===== src/common/sllc_regs.svh =====
// Register offsets, field positions and reset values of the lane configuration bank
`ifndef SLLC_REGS_SVH
`define SLLC_REGS_SVH

// ==========================================================================
// Offsets
`define SLLC_ADDR_W 16
`define SLLC_OFF_FORMAT 16'h0592
`define SLLC_OFF_CKSUM0 16'h05a0
`define SLLC_OFF_CKSUM1 16'h05a1
`define SLLC_OFF_PWDN 16'h05b0
`define SLLC_OFF_MAP0 16'h05b2
`define SLLC_OFF_MAP1 16'h05b3
`define SLLC_OFF_SWING0 16'h05c0
`define SLLC_OFF_SWING1 16'h05c1

// ==========================================================================
// Fields
`define SLLC_HIGH_DENSITY_BIT 7
`define SLLC_CTRL_WORDS_MSB 4
`define SLLC_SEL_MSB 2
`define SLLC_PWDN_L0_BIT 0
`define SLLC_PWDN_L1_BIT 2
`define SLLC_PWDN_RSVD_MASK 8'hfa
`define SLLC_MAP_SEL_MASK 8'h07
`define SLLC_MAP_RSVD_MASK 8'h70
`define SLLC_SWING_MASK 8'h07

// ==========================================================================
// Reset values
`define SLLC_RST_FORMAT 8'h00
`define SLLC_RST_CKSUM0 8'hc3
`define SLLC_RST_CKSUM1 8'hc4
`define SLLC_RST_PWDN 8'hfa
`define SLLC_RST_MAP0 8'h00
`define SLLC_RST_MAP1 8'h11
`define SLLC_RST_SWING 8'h01
`define SLLC_ZERO_BYTE 8'h00

`endif


===== src/common/sllc_pkg.sv =====
// Types shared by the lane configuration bank
package sllc_pkg;
  localparam int sllc_lanes = 2;

  // Link configuration parameters that feed the per-lane checksum
  typedef struct packed {
    logic [7:0] did;
    logic [3:0] bid;
    logic [4:0] l_m1;
    logic scr;
    logic [7:0] f_m1;
    logic [4:0] k_m1;
    logic [7:0] m_m1;
    logic [1:0] cs;
    logic [4:0] n_m1;
    logic [2:0] subclass;
    logic [4:0] np_m1;
    logic [2:0] jesdv;
    logic [4:0] s_m1;
    logic high_density_flag;
    logic [4:0] control_words_per_frame;
  } sllc_link_params_t;
endpackage


===== src/common/sllc_cksum_if.sv =====
// Carrier between the register bank and one lane checksum unit
`timescale 1ns/10ps
interface sllc_cksum_if;
  sllc_pkg::sllc_link_params_t params;
  logic [4:0] lane_id;
  logic [7:0] checksum;

  modport bank (output params, output lane_id, input checksum);
  modport unit (input params, input lane_id, output checksum);
endinterface


===== src/hdl/sllc_lane_checksum.sv =====
// Per-lane link configuration checksum, summed modulo 256
`timescale 1ns/10ps
`include "sllc_regs.svh"
module sllc_lane_checksum #(
  parameter logic [7:0] RESET_VAL = `SLLC_ZERO_BYTE
) (
  input wire logic clock,
  input wire logic rst,
  sllc_cksum_if.unit ck
);
  logic [7:0] sum_q;
  logic [7:0] sum_d;

  // ==========================================================================
  // Sum of every field; the 8-bit adder wraps, which is the modulo 256
  always_comb begin
    sum_d = 8'(ck.params.did) + 8'(ck.params.bid) + 8'(ck.lane_id)
          + 8'(ck.params.l_m1) + 8'(ck.params.scr) + ck.params.f_m1
          + 8'(ck.params.k_m1) + ck.params.m_m1 + 8'(ck.params.cs)
          + 8'(ck.params.n_m1) + 8'(ck.params.subclass) + 8'(ck.params.np_m1)
          + 8'(ck.params.jesdv) + 8'(ck.params.s_m1) + 8'(ck.params.high_density_flag)
          + 8'(ck.params.control_words_per_frame);
  end

  // Registered so the read path sees a stable value, never a rippling adder
  always_ff @(posedge clock or posedge rst) begin
    if (rst) begin
      sum_q <= RESET_VAL;
    end else begin
      sum_q <= sum_d;
    end
  end

  assign ck.checksum = sum_q;
endmodule // sllc_lane_checksum


===== src/hdl/sllc_lane_config_regs.sv =====
// Register bank for serial link format status, lane checksums, power-down, mapping and swing
`timescale 1ns/10ps
`include "sllc_regs.svh"

// Summary of operation
// - Read-only high-density flag in format bit 7
// - Read-only control words per frame in bits 4:0
// - Lane checksum is parameter sum modulo 256
// - Lane 0 checksum register, default 0xc3
// - Lane 1 checksum register, default 0xc4
// - Power-down bit 0 forces lane zero off
// - Power-down bit 2 forces lane one off
// - Lane zero logical source from map field
// - Lane one logical source, resets to one
// - Per-lane three-bit swing code, reset one
module sllc_lane_config_regs (
  input wire logic clock,
  input wire logic rst,
  input wire logic [15:0] reg_addr,
  input wire logic reg_wr,
  input wire logic [7:0] reg_wdata,
  input wire logic reg_rd,
  output logic [7:0] reg_rdata,
  input wire sllc_pkg::sllc_link_params_t link_params,
  output logic physical_output_lane_zero_pwdn,
  output logic physical_output_lane_one_pwdn,
  output logic [2:0] physical_output_lane_zero_src,
  output logic [2:0] physical_output_lane_one_src,
  output logic [2:0] physical_output_lane_zero_swing,
  output logic [2:0] physical_output_lane_one_swing
);
  // ==========================================================================
  // Address decode, shared by the write and read paths
  function automatic logic sllc_hit(input logic [15:0] addr, input logic [15:0] off);
    sllc_hit = (addr == off);
  endfunction

  // ==========================================================================
  // Storage
  // Format status, a registered copy of the live link settings
  logic [7:0] format_q;
  logic [7:0] format_d;

  // Lane power-down; reserved bits are kept exactly as written
  logic [7:0] pwdn_q;
  logic [7:0] pwdn_d;

  // Lane mapping, one register per physical lane
  logic [7:0] map0_q;
  logic [7:0] map0_d;
  logic [7:0] map1_q;
  logic [7:0] map1_d;

  // Swing codes, one register per physical lane
  logic [7:0] swing0_q;
  logic [7:0] swing0_d;
  logic [7:0] swing1_q;
  logic [7:0] swing1_d;

  // Read data register and the checksum bytes it can select
  logic [7:0] rdata_q;
  logic [7:0] rdata_d;
  logic [7:0] cksum [sllc_pkg::sllc_lanes];

  // ==========================================================================
  // Checksum units, one per physical lane
  sllc_cksum_if ck_if [sllc_pkg::sllc_lanes] ();

  generate
    for (genvar g = 0; g < sllc_pkg::sllc_lanes; g++) begin : g_lane
      localparam logic [7:0] CK_RST = (g == 0) ? `SLLC_RST_CKSUM0 : `SLLC_RST_CKSUM1;
      // Lane id follows the logical lane the physical lane carries
      assign ck_if[g].params = link_params;
      assign ck_if[g].lane_id = (g == 0) ? 5'(map0_q[`SLLC_SEL_MSB:0])
                                         : 5'(map1_q[`SLLC_SEL_MSB:0]);
      assign cksum[g] = ck_if[g].checksum;
      sllc_lane_checksum #(
        .RESET_VAL(CK_RST)
      ) u_cksum (
        .clock(clock),
        .rst(rst),
        .ck(ck_if[g].unit)
      );
    end
  endgenerate

  // ==========================================================================
  // Format status mirrors the link's live format; software cannot write it
  always_comb begin
    format_d = `SLLC_ZERO_BYTE;
    format_d[`SLLC_HIGH_DENSITY_BIT] = link_params.high_density_flag;
    format_d[`SLLC_CTRL_WORDS_MSB:0] = link_params.control_words_per_frame;
  end

  // ==========================================================================
  // Write strobes, one per writable offset; read-only offsets get none at all
  logic wr_pwdn;
  logic wr_map0;
  logic wr_map1;
  logic wr_swing0;
  logic wr_swing1;

  assign wr_pwdn = reg_wr && sllc_hit(reg_addr, `SLLC_OFF_PWDN);
  assign wr_map0 = reg_wr && sllc_hit(reg_addr, `SLLC_OFF_MAP0);
  assign wr_map1 = reg_wr && sllc_hit(reg_addr, `SLLC_OFF_MAP1);
  assign wr_swing0 = reg_wr && sllc_hit(reg_addr, `SLLC_OFF_SWING0);
  assign wr_swing1 = reg_wr && sllc_hit(reg_addr, `SLLC_OFF_SWING1);

  // ==========================================================================
  // Writable registers; read-only bits are masked so writes cannot disturb them
  always_comb begin
    pwdn_d = pwdn_q;
    map0_d = map0_q;
    map1_d = map1_q;
    swing0_d = swing0_q;
    swing1_d = swing1_q;
    // Reserved writable bits are stored as written; the host must preserve them
    if (wr_pwdn) begin
      pwdn_d = reg_wdata;
    end
    if (wr_map0) begin
      map0_d = reg_wdata & (`SLLC_MAP_SEL_MASK | `SLLC_MAP_RSVD_MASK);
    end
    if (wr_map1) begin
      map1_d = reg_wdata & (`SLLC_MAP_SEL_MASK | `SLLC_MAP_RSVD_MASK);
    end
    if (wr_swing0) begin
      swing0_d = reg_wdata & `SLLC_SWING_MASK;
    end
    if (wr_swing1) begin
      swing1_d = reg_wdata & `SLLC_SWING_MASK;
    end
  end

  // ==========================================================================
  // Read mux, registered; unmapped offsets read as zero
  always_comb begin
    rdata_d = rdata_q;
    if (reg_rd) begin
      // Offsets are distinct, so at most one match below replaces the zero
      rdata_d = `SLLC_ZERO_BYTE;
      if (sllc_hit(reg_addr, `SLLC_OFF_FORMAT)) begin
        rdata_d = format_q;
      end
      if (sllc_hit(reg_addr, `SLLC_OFF_CKSUM0)) begin
        rdata_d = cksum[0];
      end
      if (sllc_hit(reg_addr, `SLLC_OFF_CKSUM1)) begin
        rdata_d = cksum[1];
      end
      if (sllc_hit(reg_addr, `SLLC_OFF_PWDN)) begin
        rdata_d = pwdn_q;
      end
      if (sllc_hit(reg_addr, `SLLC_OFF_MAP0)) begin
        rdata_d = map0_q;
      end
      if (sllc_hit(reg_addr, `SLLC_OFF_MAP1)) begin
        rdata_d = map1_q;
      end
      if (sllc_hit(reg_addr, `SLLC_OFF_SWING0)) begin
        rdata_d = swing0_q;
      end
      if (sllc_hit(reg_addr, `SLLC_OFF_SWING1)) begin
        rdata_d = swing1_q;
      end
    end
  end

  // ==========================================================================
  // Format status register; one cycle behind the live link settings
  always_ff @(posedge clock or posedge rst) begin
    if (rst) begin
      format_q <= `SLLC_RST_FORMAT;
    end else begin
      format_q <= format_d;
    end
  end

  // ==========================================================================
  // Host-writable control registers
  always_ff @(posedge clock or posedge rst) begin
    if (rst) begin
      pwdn_q <= `SLLC_RST_PWDN;
      map0_q <= `SLLC_RST_MAP0;
      map1_q <= `SLLC_RST_MAP1;
      swing0_q <= `SLLC_RST_SWING;
      swing1_q <= `SLLC_RST_SWING;
    end else begin
      pwdn_q <= pwdn_d;
      map0_q <= map0_d;
      map1_q <= map1_d;
      swing0_q <= swing0_d;
      swing1_q <= swing1_d;
    end
  end

  // ==========================================================================
  // Read data register; holds the last answer until the next read strobe
  always_ff @(posedge clock or posedge rst) begin
    if (rst) begin
      rdata_q <= `SLLC_ZERO_BYTE;
    end else begin
      rdata_q <= rdata_d;
    end
  end

  // ==========================================================================
  // Outputs, all straight from flops
  assign reg_rdata = rdata_q;

  // Forced power-down per physical lane
  assign physical_output_lane_zero_pwdn = pwdn_q[`SLLC_PWDN_L0_BIT];
  assign physical_output_lane_one_pwdn = pwdn_q[`SLLC_PWDN_L1_BIT];

  // Logical lane carried by each physical lane; codes 4 to 7 pass through undefined
  assign physical_output_lane_zero_src = map0_q[`SLLC_SEL_MSB:0];
  assign physical_output_lane_one_src = map1_q[`SLLC_SEL_MSB:0];

  // Drive swing code per physical lane
  assign physical_output_lane_zero_swing = swing0_q[`SLLC_SEL_MSB:0];
  assign physical_output_lane_one_swing = swing1_q[`SLLC_SEL_MSB:0];
endmodule // sllc_lane_config_regs


===== config.mk =====
export PLATFORM = sky130hd
export DESIGN_NAME = sllc_lane_config_regs
export DESIGN_NICKNAME = d
export VERILOG_FILES = /design/src/common/sllc_pkg.sv /design/src/common/sllc_cksum_if.sv /design/src/hdl/sllc_lane_checksum.sv /design/src/hdl/sllc_lane_config_regs.sv
export VERILOG_INCLUDE_DIRS = /design/src /design/src/common
export SDC_FILE = /design/constraint.sdc
export NUM_CORES = 1
export LEC_CHECK = 0
export BUFFER_PORTS_ARGS = -buffer_cell sky130_fd_sc_hd__buf_2
export CAP_MARGIN = 20
export CORE_ASPECT_RATIO = 0.9
export CORE_MARGIN = 8
export CORE_UTILIZATION = 59
export CTS_CLUSTER_SIZE = 16
export DETAILED_ROUTE_END_ITERATION = 16
export HOLD_SLACK_MARGIN = 0.15
export PLACE_DENSITY = 0.87
export SYNTH_ARGS = -nofsm -noshare
export SYNTH_HDL_FRONTEND = slang
export SYNTH_SLANG_ARGS = --single-unit
export TNS_END_PERCENT = 100

===== constraint.sdc =====
create_clock -name clock -period 6.71 [get_ports clock]
set_input_delay 1.342 -clock clock [delete_from_list [all_inputs] [get_ports clock]]
set_output_delay 1.342 -clock clock [all_outputs]
set_load 0.005 [all_outputs]

==> flow_summary.toml <==
[cts]
htreeDepth = 2
cts.clk_slew.worst_paths_ns = 0.10
cts_setup_buffers = 0
clock_latency_ns = 0.32
cts_max_path_buffers = 2
cts_inserted_buffers = 5
cts_sinks = 56
clockRootBuffer = "clkbuf_8"
post_cts_resized = 0
tritoncts = "done"
hold_buffers = 0

[synth]
yosysMostFrequentCell = "inv_1"
synth_area_sq_mm = 0.00474
synth-seq-cells = 56
seq_area_frac_synth_pct = 30.0
avgSynthCellArea_sq_um = 11.4
synth_area_leaders = "fa_1 27%, dfrtp_1 21%, dfstp_2 9.4%"
synth_top_family_by_area = "adder cells"
synth_edf_count = 0
synth_top_flop_cell = "dfrtp_1"
synth-compound-area-share_pct = 8.03
synth-xor-area-share_pct = 4.07
ys_warn_count = 0
netlist_instances = 416
post_synth_and_or_nand_nor_area_fraction_pct = 6.76
ys_types = 46
synth_fp_nets = 599
netlist.area_leader.share_pct = 26.6
muxShareOfSynthArea_pct = 9.53
synth_area_leader_cell = "fa_1"
ys_top_cells_by_count = "90 x inv_1, 63 x fa_1, 39 x dfrtp_1"
synth_fa_ha_area_share_pct = 33.0
async_flop_share_pct = 100

[sta]
max_freq_mhz = 164
finalHoldViolCount = 0
fin_tns_setup_ns = 0
finalMaxSlewViolations = 0
setup_viol_count_final = 0
tightest_slew_ns = 0.582
fin_crit_ns = 6.09
grt_setup_unrepaired = "no"
fin_crit_sh_pct = 90.8
maxSlewHeadroom_pct = 61.2
clock_skew_ns = 0.00639

[worst_setup_path]
ff2ff_path_depth = 14
cp-endpoint = "g_lane[1].u_cksum.ck.checksum[7]$_DFF_PP1_"
reg2reg_slack_ns = 2.76
slowest_stage = "fa_1"
crit_fanout = 3
critPathRequiredTime_ns = 6.94
cp_num_buf_inv = 4
critPathArrivalTime_ns = 6.32
critPathTopFamily = "adder cells"
cp.depth = 19
cp-end-kind = "flop"
crit_chain = "buf_2 > ha_1 > fa_1 > a21o_1 > a21oi_1 > xor2_1 > fa_1 > inv_1 > fa_1 > inv_1 > fa_1 > fa_1 > inv_1 > fa_1 > ha_1 > a21oi_1 > o21bai_1 > a21oi_1 > xnor2_1"
cpMostUsedCell = "fa_1"
r2r_start = "map1_q[2]$_DFFE_PP0P_"
cp-start-kind = "input pin"
startpoint = "link_params[56]"
critPathMaxStageDelay_ns = 0.55
crit_type = "input pin to flop"
r2r_end = "g_lane[1].u_cksum.ck.checksum[7]$_DFF_PP1_"

[layout]
area.sequential_sq_mm = 0.00142
drive_gt1_share_pct = 35.3
multiInputGateArea_sq_mm = 0.00291
n_antenna_cell = 0
final_nets = 711
fillers = 563
syn2layout_area_growth_pct = 16.3

[floorplan]
dieArea_sq_mm = 0.0112
io_pins = 118
fp.coreArea_sq_mm = 0.00791
die_h_um = 101
rows = 31
die_width_um = 110
start_util_pct = 59.9

[pwr]
power.density_mw_per_mm2 = 435
power_mw = 2.40
static-leakage-power_nw = 2.88
max-vdd-ir-drop_mv = 0.410

[global_routing]
antenna_found_initial = 0
grt_pass1_wl_um = 18100
gr-total-overflow = 0
grt_pass1_vias = 3988
gr-usage-all-layers_pct = 19.7
grt_max_degree = 57

[drt]
ant_nets = 0
drt_iter0_drc = 160
first_pass_iters = 4
totalWireLength_um = 10700
vias = 3401
vias_per_cell = 5.42
wl_per_cell_um = 17.0
drc = 0

[run]
max_cap_violations = 0

[placed_design]
hpwl_um = 9080
port_buffers = 117
place_congestion = 0.849

[run_status]
outcome = "complete, no violations"

[worst_hold_path]
hold_class = "flop to flop"
min_from = "reg_rdata[7]$_DFFE_PP0P_"
holdPathStages = 1
[how the worst min path moves through the flow]
stage | endpoint | slack [ns]
4_1_cts | reg_rdata[7]$_DFFE_PP0P_ | 0.50
2_1_floorplan | reg_rdata[3]$_DFFE_PP0P_ | 0.48
6_report | reg_rdata[7]$_DFFE_PP0P_ | 0.50
5_1_grt | reg_rdata[7]$_DFFE_PP0P_ | 0.52
3_5_place_dp | reg_rdata[7]$_DFFE_PP0P_ | 0.48
3_3_place_gp | reg_rdata[7]$_DFFE_PP0P_ | 0.47
[cell usage in the layout (no fill, tap or decap), drive strengths merged, types with 6 or more instances in the layout]
cell type	Yosys	layout
ha	24	24
nand2	9	9
xnor2	15	15
a21oi	15	15
inv	90	91
xor2	7	7
buf	6	118
mux2	33	33
fa	63	63
nand3	6	6
nor2	13	13
o21ai	13	13
dfstp	17	17
dfrtp	39	39
[state kept, by name, indices dropped and copies added, names as in the netlist]
register / count
g_lane.u_cksum.ck.checksum: 16
format_q: 6
reg_rdata: 8
map0_q: 6
map1_q: 6
swing1_q: 3
pwdn_q: 8
swing0_q: 3
[metal layers]
| metal | up-vias | GRT usage (%) | wire length [um] | part of all wire (%) |
|---|---|---|---|---|
| met1 | 1662 | 22.6 | 4190 | 39 |
| met3 | 27 | 3.63 | 582 | 5.5 |
| met2 | 149 | 35.8 | 5540 | 52 |
| li1 | 1563 | - | - | - |
| met5 | - | 0 | 0 | 0 |
| met4 | 0 | 7.47 | 345 | 3.2 |
[metrics by stage]
stage / cells / setup slack (ns) / area (sq um) / util (%) / hold WS (ns)
2_1_floorplan: 416 / 0.692 / 4740 / - / 0.478
3_3_place_gp: 619 / 0.488 / 5380 / 67.9 / 0.474
6_report: 628 / 0.618 / 5510 / 69.7 / 0.504
3_5_place_dp: 619 / 0.297 / 5380 / 67.9 / 0.478
4_1_cts: 627 / 0.614 / 5490 / 69.4 / 0.502
5_1_grt: 628 / 0.390 / 5510 / 69.7 / 0.518
[cell type report]
type                    instances  area share, %
repair buffers                118           11.0
flip-flops and latches         56           25.8
well taps                      99           2.25
clock inverters                 3          0.840
clock buffers                   5           1.25
inverters                      90           6.13
multi-input cells             257           52.7
[kinds of logic after synthesis]
group	Yosys count
AND/OR/NAND/NOR	51
buffers and inverters	103
AO/OA/AOI/OAI	59
multiplexers	38
flip-flops	56
adder cells (fa/ha/maj)	87
XOR/XNOR	22
[where the power goes]
group          leakage, nW  switching (mW)  internal, mW  total, mW
registers            0.686          0.0163         0.458      0.474
clock network       0.0548           0.115         0.113      0.227
logic                 2.14           0.924         0.770       1.69
No activity file was read; power rests on OpenSTA's default activity.
